[src/common/step_timer_pkg.sv]
// constants for the compare-match timer and phase port block
// shared by the design; registers sit on a plain byte-wide port
package step_timer_pkg;
	localparam logic [15:0] ADDR_CONTROL      = 16'hF700;
	localparam logic [15:0] ADDR_IO_CONTROL   = 16'hF701;
	localparam logic [15:0] ADDR_STATUS       = 16'hF703;
	localparam logic [15:0] ADDR_IRQ_ENABLE   = 16'hF704;
	localparam logic [15:0] ADDR_COUNT_HI     = 16'hF706;
	localparam logic [15:0] ADDR_COUNT_LO     = 16'hF707;
	localparam logic [15:0] ADDR_CMP_A_HI     = 16'hF708;
	localparam logic [15:0] ADDR_CMP_A_LO     = 16'hF709;
	localparam logic [15:0] ADDR_CMP_B_HI     = 16'hF70A;
	localparam logic [15:0] ADDR_CMP_B_LO     = 16'hF70B;
	localparam logic [15:0] ADDR_RUN          = 16'hF720;
	localparam logic [15:0] ADDR_SYNC         = 16'hF721;
	localparam logic [15:0] ADDR_WAVEFORM     = 16'hF722;
	localparam logic [15:0] ADDR_FUNCTION     = 16'hF723;
	localparam logic [15:0] ADDR_OUT_ENABLE   = 16'hF724;
	localparam logic [15:0] ADDR_OUT_LEVEL    = 16'hF725;
	localparam logic [15:0] ADDR_PORT_DATA    = 16'hFFD9;
	localparam logic [15:0] ADDR_PORT_DIR     = 16'hFFE9;

	localparam int CLEAR_HI = 7;
	localparam int CLEAR_LO = 5;
	localparam int EDGE_HI  = 4;
	localparam int EDGE_LO  = 3;
	localparam int PRESC_HI = 2;
	localparam int PRESC_LO = 0;
	localparam int PIN_B_HI = 6;
	localparam int PIN_B_LO = 4;
	localparam int PIN_A_HI = 2;
	localparam int PIN_A_LO = 0;
	localparam int BIT_B    = 1;
	localparam int BIT_A    = 0;
	localparam int BIT_RUN0 = 0;
	localparam int BIT_RUN1 = 1;
	localparam int BIT_SYNC = 0;
	localparam int BIT_PWMB = 0;
	localparam int CMD_HI   = 1;
	localparam int CMD_LO   = 0;
	localparam int BIT_W    = 3;

	localparam logic [2:0] CLEAR_ON_A   = 3'h1;
	localparam logic [1:0] EDGE_RISING  = 2'h0;
	localparam logic [2:0] PRESC_DIV1   = 3'h0;
	localparam logic [2:0] PRESC_DIV2   = 3'h1;
	localparam logic [2:0] PRESC_DIV4   = 3'h2;
	localparam logic [2:0] PRESC_DIV8   = 3'h3;
	localparam logic [2:0] PIN_NONE     = 3'h0;
	localparam logic [1:0] CMD_NORMAL   = 2'h0;
	localparam logic [7:0] RST_BYTE     = 8'h00;
	localparam logic [7:0] RST_RUN      = 8'hFC;
	localparam logic [7:0] RST_OUT_EN   = 8'hFF;
	localparam logic [15:0] RST_CMP     = 16'hFFFF;
	localparam logic [15:0] COUNT_ZERO  = 16'h0000;
	localparam logic [15:0] COUNT_ONE   = 16'h0001;
	localparam logic [2:0] PRE_ZERO     = 3'h0;
	localparam logic [2:0] PRE_ONE      = 3'h1;
	localparam logic [3:0] PHASE_MASK   = 4'hF;
endpackage

[src/hw/step_timer.sv]
// compare-match timer channel zero plus four-bit phase output port
// assumes a single-cycle byte register port, inputs synchronous to sys_clk
`timescale 1ns/1ps
`default_nettype none
module step_timer (
	input  wire logic        sys_clk,
	input  wire logic        rst_n,
	input  wire logic [15:0] addr,
	input  wire logic [7:0]  wdata,
	input  wire logic        wr,
	input  wire logic        rd,
	output logic      [7:0]  rdata,
	output logic             irq,
	output logic             phase_a_output,
	output logic             phase_b_output,
	output logic             phase_a_bar_output,
	output logic             phase_b_bar_output,
	output logic      [3:0]  phase_oe,
	output logic             timer_pin_a,
	output logic             timer_pin_b,
	output logic             timer_pin_a_oe,
	output logic             timer_pin_b_oe
);
	logic [7:0]  timer_control_zero;
	logic [7:0]  timer_io_control_zero;
	logic [1:0]  match_flag;
	logic [7:0]  timer_irq_enable_zero;
	logic [15:0] counter_zero;
	logic [15:0] counter_one;
	logic [15:0] compare_register_a;
	logic [15:0] compare_register_b;
	logic [7:0]  timer_run_control;
	logic [7:0]  timer_sync_mode;
	logic [7:0]  timer_waveform_mode;
	logic [7:0]  timer_function_control;
	logic [7:0]  timer_output_master_enable;
	logic [7:0]  timer_output_initial_level;
	logic [7:0]  phase_port_data;
	logic [7:0]  phase_port_direction;
	logic [2:0]  prescale;
	logic        tick;
	logic        run0;
	logic        run1;
	logic        match_a;
	logic        match_b;
	logic        rd_status;
	logic [1:0]  status_seen;

	// prescaler divider; tick is the rising edge of the selected clock
	always_ff @(posedge sys_clk or negedge rst_n) begin
		if (!rst_n)
			prescale <= step_timer_pkg::PRE_ZERO;
		else
			prescale <= prescale + step_timer_pkg::PRE_ONE;
	end

	always_comb begin
		case (timer_control_zero[step_timer_pkg::PRESC_HI:step_timer_pkg::PRESC_LO])
			step_timer_pkg::PRESC_DIV1: tick = 1'b1;
			step_timer_pkg::PRESC_DIV2: tick = prescale[0];
			step_timer_pkg::PRESC_DIV4: tick = &prescale[1:0];
			step_timer_pkg::PRESC_DIV8: tick = &prescale;
			default:                    tick = &prescale;
		endcase
	end

	// sync ties both counters to either run bit
	always_comb begin
		run0 = timer_run_control[step_timer_pkg::BIT_RUN0];
		run1 = timer_run_control[step_timer_pkg::BIT_RUN1];
		if (timer_sync_mode[step_timer_pkg::BIT_SYNC]) begin
			run0 = run0 | run1;
			run1 = run0;
		end
	end

	assign match_a = (counter_zero == compare_register_a) & run0 & tick;
	assign match_b = (counter_zero == compare_register_b) & run0 & tick;

	always_ff @(posedge sys_clk or negedge rst_n) begin
		if (!rst_n)
			counter_zero <= step_timer_pkg::COUNT_ZERO;
		else if (wr && addr == step_timer_pkg::ADDR_COUNT_HI)
			counter_zero <= {wdata, counter_zero[7:0]};
		else if (wr && addr == step_timer_pkg::ADDR_COUNT_LO)
			counter_zero <= {counter_zero[15:8], wdata};
		else if (match_a && timer_control_zero[step_timer_pkg::CLEAR_HI:step_timer_pkg::CLEAR_LO]
				== step_timer_pkg::CLEAR_ON_A)
			counter_zero <= step_timer_pkg::COUNT_ZERO;
		else if (run0 && tick && timer_control_zero[step_timer_pkg::EDGE_HI:step_timer_pkg::EDGE_LO]
				== step_timer_pkg::EDGE_RISING)
			counter_zero <= counter_zero + step_timer_pkg::COUNT_ONE;
	end

	// counter one follows in lockstep when synced
	always_ff @(posedge sys_clk or negedge rst_n) begin
		if (!rst_n)
			counter_one <= step_timer_pkg::COUNT_ZERO;
		else if (timer_sync_mode[step_timer_pkg::BIT_SYNC] && run1 && tick)
			counter_one <= counter_zero + step_timer_pkg::COUNT_ONE;
		else if (run1 && tick)
			counter_one <= counter_one + step_timer_pkg::COUNT_ONE;
	end

	// flags set by match, cleared by write 0 after read; set wins
	assign rd_status = rd && addr == step_timer_pkg::ADDR_STATUS;
	always_ff @(posedge sys_clk or negedge rst_n) begin
		if (!rst_n)
			status_seen <= 2'h0;
		else if (rd_status)
			status_seen <= match_flag;
	end

	always_ff @(posedge sys_clk or negedge rst_n) begin
		if (!rst_n)
			match_flag <= 2'h0;
		else begin
			if (match_b)
				match_flag[step_timer_pkg::BIT_B] <= 1'b1;
			else if (wr && addr == step_timer_pkg::ADDR_STATUS
					&& !wdata[step_timer_pkg::BIT_B] && status_seen[step_timer_pkg::BIT_B])
				match_flag[step_timer_pkg::BIT_B] <= 1'b0;
			if (match_a)
				match_flag[step_timer_pkg::BIT_A] <= 1'b1;
			else if (wr && addr == step_timer_pkg::ADDR_STATUS
					&& !wdata[step_timer_pkg::BIT_A] && status_seen[step_timer_pkg::BIT_A])
				match_flag[step_timer_pkg::BIT_A] <= 1'b0;
		end
	end

	// flags gated by enables in output compare mode
	// pin control zero keeps output compare
	always_comb begin
		irq = 1'b0;
		if (!timer_io_control_zero[step_timer_pkg::PIN_A_HI]
				&& timer_irq_enable_zero[step_timer_pkg::BIT_A] && match_flag[step_timer_pkg::BIT_A])
			irq = 1'b1;
		if (!timer_io_control_zero[step_timer_pkg::PIN_B_HI]
				&& timer_irq_enable_zero[step_timer_pkg::BIT_B] && match_flag[step_timer_pkg::BIT_B])
			irq = 1'b1;
	end

	// control register writes
	always_ff @(posedge sys_clk or negedge rst_n) begin
		if (!rst_n) begin
			timer_control_zero         <= step_timer_pkg::RST_BYTE;
			timer_io_control_zero      <= step_timer_pkg::RST_BYTE;
			timer_irq_enable_zero      <= step_timer_pkg::RST_BYTE;
			compare_register_a         <= step_timer_pkg::RST_CMP;
			compare_register_b         <= step_timer_pkg::RST_CMP;
			timer_run_control          <= step_timer_pkg::RST_RUN;
			timer_sync_mode            <= step_timer_pkg::RST_BYTE;
			timer_waveform_mode        <= step_timer_pkg::RST_BYTE;
			timer_function_control     <= step_timer_pkg::RST_BYTE;
			timer_output_master_enable <= step_timer_pkg::RST_OUT_EN;
			timer_output_initial_level <= step_timer_pkg::RST_BYTE;
			phase_port_data            <= step_timer_pkg::RST_BYTE;
			phase_port_direction       <= step_timer_pkg::RST_BYTE;
		end else if (wr) begin
			if (addr == step_timer_pkg::ADDR_CONTROL)
				timer_control_zero <= wdata;
			else if (addr == step_timer_pkg::ADDR_IO_CONTROL)
				timer_io_control_zero <= wdata & 8'h77;
			else if (addr == step_timer_pkg::ADDR_IRQ_ENABLE)
				timer_irq_enable_zero <= wdata;
			else if (addr == step_timer_pkg::ADDR_CMP_A_HI)
				compare_register_a <= {wdata, compare_register_a[7:0]};
			else if (addr == step_timer_pkg::ADDR_CMP_A_LO)
				compare_register_a <= {compare_register_a[15:8], wdata};
			else if (addr == step_timer_pkg::ADDR_CMP_B_HI)
				compare_register_b <= {wdata, compare_register_b[7:0]};
			else if (addr == step_timer_pkg::ADDR_CMP_B_LO)
				compare_register_b <= {compare_register_b[15:8], wdata};
			else if (addr == step_timer_pkg::ADDR_RUN)
				timer_run_control <= wdata;
			else if (addr == step_timer_pkg::ADDR_SYNC)
				timer_sync_mode <= wdata;
			else if (addr == step_timer_pkg::ADDR_WAVEFORM)
				timer_waveform_mode <= wdata;
			else if (addr == step_timer_pkg::ADDR_FUNCTION)
				timer_function_control <= wdata;
			else if (addr == step_timer_pkg::ADDR_OUT_ENABLE)
				timer_output_master_enable <= wdata;
			else if (addr == step_timer_pkg::ADDR_OUT_LEVEL)
				timer_output_initial_level <= wdata;
			else if (addr == step_timer_pkg::ADDR_PORT_DATA)
				phase_port_data <= wdata;
			else if (addr == step_timer_pkg::ADDR_PORT_DIR)
				phase_port_direction <= wdata;
		end
	end

	// read data, one cycle after the strobe; unmapped reads zero
	always_ff @(posedge sys_clk or negedge rst_n) begin
		if (!rst_n)
			rdata <= step_timer_pkg::RST_BYTE;
		else if (!rd)
			rdata <= step_timer_pkg::RST_BYTE;
		else if (addr == step_timer_pkg::ADDR_CONTROL)
			rdata <= timer_control_zero;
		else if (addr == step_timer_pkg::ADDR_IO_CONTROL)
			rdata <= timer_io_control_zero;
		else if (addr == step_timer_pkg::ADDR_STATUS)
			rdata <= {6'h00, match_flag};
		else if (addr == step_timer_pkg::ADDR_IRQ_ENABLE)
			rdata <= timer_irq_enable_zero;
		else if (addr == step_timer_pkg::ADDR_COUNT_HI)
			rdata <= counter_zero[15:8];
		else if (addr == step_timer_pkg::ADDR_COUNT_LO)
			rdata <= counter_zero[7:0];
		else if (addr == step_timer_pkg::ADDR_CMP_A_HI)
			rdata <= compare_register_a[15:8];
		else if (addr == step_timer_pkg::ADDR_CMP_A_LO)
			rdata <= compare_register_a[7:0];
		else if (addr == step_timer_pkg::ADDR_CMP_B_HI)
			rdata <= compare_register_b[15:8];
		else if (addr == step_timer_pkg::ADDR_CMP_B_LO)
			rdata <= compare_register_b[7:0];
		else if (addr == step_timer_pkg::ADDR_RUN)
			rdata <= timer_run_control;
		else if (addr == step_timer_pkg::ADDR_SYNC)
			rdata <= timer_sync_mode;
		else if (addr == step_timer_pkg::ADDR_WAVEFORM)
			rdata <= timer_waveform_mode;
		else if (addr == step_timer_pkg::ADDR_FUNCTION)
			rdata <= timer_function_control;
		else if (addr == step_timer_pkg::ADDR_OUT_ENABLE)
			rdata <= timer_output_master_enable;
		else if (addr == step_timer_pkg::ADDR_OUT_LEVEL)
			rdata <= timer_output_initial_level;
		else if (addr == step_timer_pkg::ADDR_PORT_DATA)
			rdata <= phase_port_data;
		else if (addr == step_timer_pkg::ADDR_PORT_DIR)
			rdata <= phase_port_direction;
		else
			rdata <= step_timer_pkg::RST_BYTE;
	end

	// bit three A, two B, one A-bar, zero B-bar
	assign phase_a_output     = phase_port_data[3];
	assign phase_b_output     = phase_port_data[2];
	assign phase_a_bar_output = phase_port_data[1];
	assign phase_b_bar_output = phase_port_data[0];

	// direction bits enable each phase driver
	generate
		for (genvar i = 0; i <= step_timer_pkg::BIT_W; i++) begin : g_dir
			assign phase_oe[i] = phase_port_direction[i];
		end
	endgenerate

	// initial levels drive the timer pins
	// waveform mode bit zero only gates pin B enable; pins carry no compare action
	assign timer_pin_a = timer_output_initial_level[step_timer_pkg::BIT_A];
	assign timer_pin_b = timer_output_initial_level[step_timer_pkg::BIT_B];

	// normal mode only; other combine modes disable pins
	assign timer_pin_a_oe = !timer_output_master_enable[step_timer_pkg::BIT_A]
		&& timer_function_control[step_timer_pkg::CMD_HI:step_timer_pkg::CMD_LO]
		== step_timer_pkg::CMD_NORMAL;
	assign timer_pin_b_oe = !timer_output_master_enable[step_timer_pkg::BIT_B]
		&& timer_function_control[step_timer_pkg::CMD_HI:step_timer_pkg::CMD_LO]
		== step_timer_pkg::CMD_NORMAL
		&& !timer_waveform_mode[step_timer_pkg::BIT_PWMB];

	property p_clear_on_a;
		@(posedge sys_clk) disable iff (!rst_n)
		(match_a && timer_control_zero[7:5] == 3'h1 && !wr) |=> counter_zero == 16'h0000;
	endproperty
	a_clear_on_a: assert property (p_clear_on_a) else $error("counter not cleared on match");

	property p_div8;
		@(posedge sys_clk) disable iff (!rst_n)
		(timer_control_zero[2:0] == 3'h3 && tick) |=> !tick [*7] ##1 tick;
	endproperty
	a_div8: assert property (p_div8) else $error("tick spacing wrong");

	property p_stop_hold;
		@(posedge sys_clk) disable iff (!rst_n)
		(!run0 && !wr) |=> $stable(counter_zero);
	endproperty
	a_stop_hold: assert property (p_stop_hold) else $error("counter moved while stopped");

	property p_increment;
		@(posedge sys_clk) disable iff (!rst_n)
		(run0 && tick && !match_a && !wr && timer_control_zero[4:3] == 2'h0)
			|=> counter_zero == $past(counter_zero) + 16'h0001;
	endproperty
	a_increment: assert property (p_increment) else $error("counter did not increment");

	property p_flag_b;
		@(posedge sys_clk) disable iff (!rst_n)
		match_b |=> match_flag[1];
	endproperty
	a_flag_b: assert property (p_flag_b) else $error("flag B not set");

	property p_match_eq;
		@(posedge sys_clk) disable iff (!rst_n)
		match_a |-> counter_zero == compare_register_a;
	endproperty
	a_match_eq: assert property (p_match_eq) else $error("match without equality");

	property p_irq;
		@(posedge sys_clk) disable iff (!rst_n)
		(match_flag[0] && timer_irq_enable_zero[0] && !timer_io_control_zero[2]) |-> irq;
	endproperty
	a_irq: assert property (p_irq) else $error("irq missing");

	property p_pin_off;
		@(posedge sys_clk) disable iff (!rst_n)
		timer_output_master_enable[0] |-> !timer_pin_a_oe;
	endproperty
	a_pin_off: assert property (p_pin_off) else $error("pin A driven while disabled");
endmodule
`default_nettype wire

[config.mk]
export PLATFORM = sky130hd
export DESIGN_NAME = step_timer
export DESIGN_NICKNAME = d
export VERILOG_FILES = /design/src/common/step_timer_pkg.sv /design/src/hw/step_timer.sv
export SDC_FILE = /design/constraint.sdc
export NUM_CORES = 1
export LEC_CHECK = 0
export BUFFER_PORTS_ARGS = -buffer_cell sky130_fd_sc_hd__buf_2
export CAP_MARGIN = 30
export CORE_UTILIZATION = 50
export CTS_CLUSTER_SIZE = 28
export DETAILED_ROUTE_END_ITERATION = 7
export PLACE_DENSITY = 0.68
export REMOVE_ABC_BUFFERS = 1
export SLEW_MARGIN = 20
export SYNTH_ARGS = -nofsm -noshare
export SYNTH_HDL_FRONTEND = slang
export SYNTH_SLANG_ARGS = --single-unit
[constraint.sdc]
create_clock -name sys_clk -period 6.2 [get_ports sys_clk]
set_input_delay 0.31 -clock sys_clk [delete_from_list [all_inputs] [get_ports sys_clk]]
set_output_delay 0.31 -clock sys_clk [all_outputs]
set_load 0.01 [all_outputs]
==> flow_metrics.py <==
metrics = {
    "die": {
        "initial_core_util_pct": 51.9,
        "core_um2": 16100,
        "io_pins": 49,
        "rows": 46,
        "die_w_um": 131,
        "die_area_um2": 17200,
        "die_h_um": 131,
    },
    "synthesis": {
        "async_reset_ff_share_pct": 100,
        "synth_edf_count": 0,
        "synth_top_cell_by_area": "dfrtp_1",
        "ys_top_cells_by_area": "dfrtp_1 31%, mux2_2 15%, dfstp_2 15%",
        "netlist_instances": 834,
        "syn_area_per_cell_um2": 9.99,
        "ys_ff_latch": 149,
        "netlist_area_um2": 8330,
        "yosys_warnings": 0,
        "synthFlopType": "dfrtp_1",
        "synth-seq-area-share_pct": 45.4,
        "synth_top_area_share_pct": 30.9,
        "synth.distinct_cells": 65,
    },
    "worst_hold_path": {
        "hp-start": "rd",
        "hp-class": "input port to register",
    },
    "cells_and_area": {
        "syn2layout_area_growth_pct": 10.9,
        "finish.instance_area_um2": 9240,
        "fillers": 1363,
        "drive_above_1_share_pct": 29.5,
        "final_util_pct": 57.5,
        "final_common_cell": "mux2_2",
        "final_cell_mix": "113 x mux2_2, 103 x dfrtp_1, 75 x o21ai_0",
        "antenna_cells": 0,
        "fin_nets": 882,
    },
    "critical_path": {
        "r2r_start": "counter_zero[8]",
        "cpMaxStageDelayCell": "nor3_1",
        "cp_max_fo": 8,
        "slowest_delay_ns": 0.65,
        "start_kind": "register",
        "cp_cell_sequence": "xor2_1 > nor4_1 > nand4_1 > nor4b_2 > nor2_1 > nor3_1 > o21ai_0 > a21oi_1 > o21ai_0",
        "end_kind": "register",
        "crit_required_ns": 6.51,
        "crit_path_start": "counter_zero[8]",
        "timing_worst_setup_path_type": "register to register",
        "crit_arrival_ns": 3.44,
        "crit_top_cell": "o21ai_0",
        "crit_family": "simple AND/OR/NAND/NOR gates",
        "cp_num_buf_inv": 0,
    },
    "detailed_routing": {
        "wl_per_cell_um": 23.7,
        "vias_per_cell": 6.39,
        "first_pass_iters": 5,
        "drcViolationCount": 0,
        "via_count": 6900,
        "final_antenna_net_count": 0,
        "drtIter0Drc": 692,
        "routed_wl_mm": 25.6,
    },
    "power_and_ir_drop": {
        "powerDensity_nw_per_um2": 223,
        "peakVddDrop_v": 0.000274,
        "power_leakage_nw": 4.18,
    },
    "timing": {
        "maxSlewHeadroom_pct": 34.0,
        "tns_ns": 0,
        "hold_viol_final": 0,
        "skew_ns": 0.00966,
        "whs_ns": 0.251,
        "rsz0062_at_grt": "false",
        "setup_ws_ns": 3.07,
        "setup_violations": 0,
        "tightest_slew_ns": 0.986,
        "post-route-period-util_pct": 50.6,
        "period_minus_slack_ns": 3.13,
        "slew_violations": 0,
        "max_freq_mhz": 319,
    },
    "clocking": {
        "clkTransAtPathRegs_ns": 0.06,
        "cts_buffer_depth": 2,
        "cts_htree_levels": 4,
        "clock_latency_ns": 0.43,
        "cts_sinks": 149,
        "cts-root-buf": "clkbuf_16",
        "cts_tree": "built",
        "cts_buffers": 17,
    },
    "global_route": {
        "grt_pass1_vias": 6826,
        "overflow": 0,
        "grt_max_degree": 82,
        "grt_usage_pct": 32.1,
        "grt_pass1_wl_mm": 40.0,
        "grt_antenna_before_repair": 0,
    },
    "placed_design": {
        "numPortBuffers": 48,
        "place_area_um2": 8640,
        "gp_congestion": 0.989,
        "post-place-ws_ns": 2.78,
        "dp_hpwl_mm": 17.8,
    },
    "run": {
        "cap_violations": 0,
    },
    "status": {
        "status": "finished clean",
    },
}
==> layer usage <==
metal	wire [um]	track usage (%)
met1	10900	43.6
met2	11700	49.3
met5	0	0
met4	1050	15.2
met3	1940	6.37
==> layout make-up <==
type	instances	area (um2)	area share, %
Clock inverter	12	110	1.19
Tap cell	216	270	2.93
Timing Repair Buffer	56	322	3.48
Clock buffer	20	447	4.84
Inverter	16	60.1	0.650
Multi-Input combinational cell	611	4240	45.9
Sequential cell	149	3790	41.0
==> worst paths after layout <==
check,to,slack (ns),cells after the start
worst max-delay path,counter_zero[11],3.07,9
worst min-delay path,rdata[3],0.25,2
worst max register to register,counter_zero[11],3.07,9
worst min register to register,prescale[0],0.45,1
max in group asynchronous,compare_register_a[9],4.39,4
min in group asynchronous,timer_waveform_mode[7],0.48,2
==> per-stage QoR <==
stage	instances	power, mW
floorplan	776	1.02
global placement	1044	1.10
detailed placement	1044	1.10
CTS	1077	2.07
global route	1080	2.13
finish	1080	2.06
==> report_power, final <==
part           internal (mW)  switching, mW  total, mW
combinational         0.0238         0.0863      0.110
sequential             0.975       0.000714      0.975
clock                  0.562          0.417      0.978
total                   1.56          0.504       2.06
==> synthesized netlist by cell type (4+ instances only) <==
master     count
dfrtp_1      103
mux2_2       113
and3_1        14
or3_1          9
o21ai_0       75
o211ai_1       9
nor4_1        12
nor2_1        38
a21oi_1       61
a22oi_1       10
nor3b_1        9
nand2_1       70
dfstp_2       46
clkbuf_1      44
mux2i_1        7
xor2_1        32
buf_2          8
nand4_1        6
buf_4          4
and2_1         6
a2bb2oi_1      4
nor2b_1       13
nor3_1        16
nand3_1       30
a21o_1         8
nand2b_1      10
o22ai_1        7
inv_1         16
==> sequential cells by signal, summed over array words and instances, names as in the netlist, 6 cells and up <==
| signal | cells |
|---|---|
| compare_register_a | 16 |
| compare_register_b | 16 |
| counter_zero | 16 |
| phase_port_data | 8 |
| phase_port_direction | 8 |
| rdata | 8 |
| timer_control_zero | 8 |
| timer_function_control | 8 |
| timer_io_control_zero | 6 |
| timer_irq_enable_zero | 8 |
| timer_output_initial_level | 8 |
| timer_output_master_enable | 8 |
| timer_run_control | 8 |
| timer_sync_mode | 8 |
| timer_waveform_mode | 8 |
==> what timing repair did <==
item / in CTS / in global routing
hold buffers: 1 / 0
gates resized for setup: 0 / 0
buffers inserted: 0 / 0
endpoints found under the hold margin: 75 / 0
==> cell families after synthesis <==
logic type / after synthesis / synth area share, %
xor+xnor: 32 / 3.36
flops: 149 / 45.4
buf+inv: 74 / 3.65
compound gates: 205 / 14.8
mux: 121 / 16.4
simple gates: 250 / 16.0
fa+ha+maj: 3 / 0.450
(Power assumes the default switching activity.)
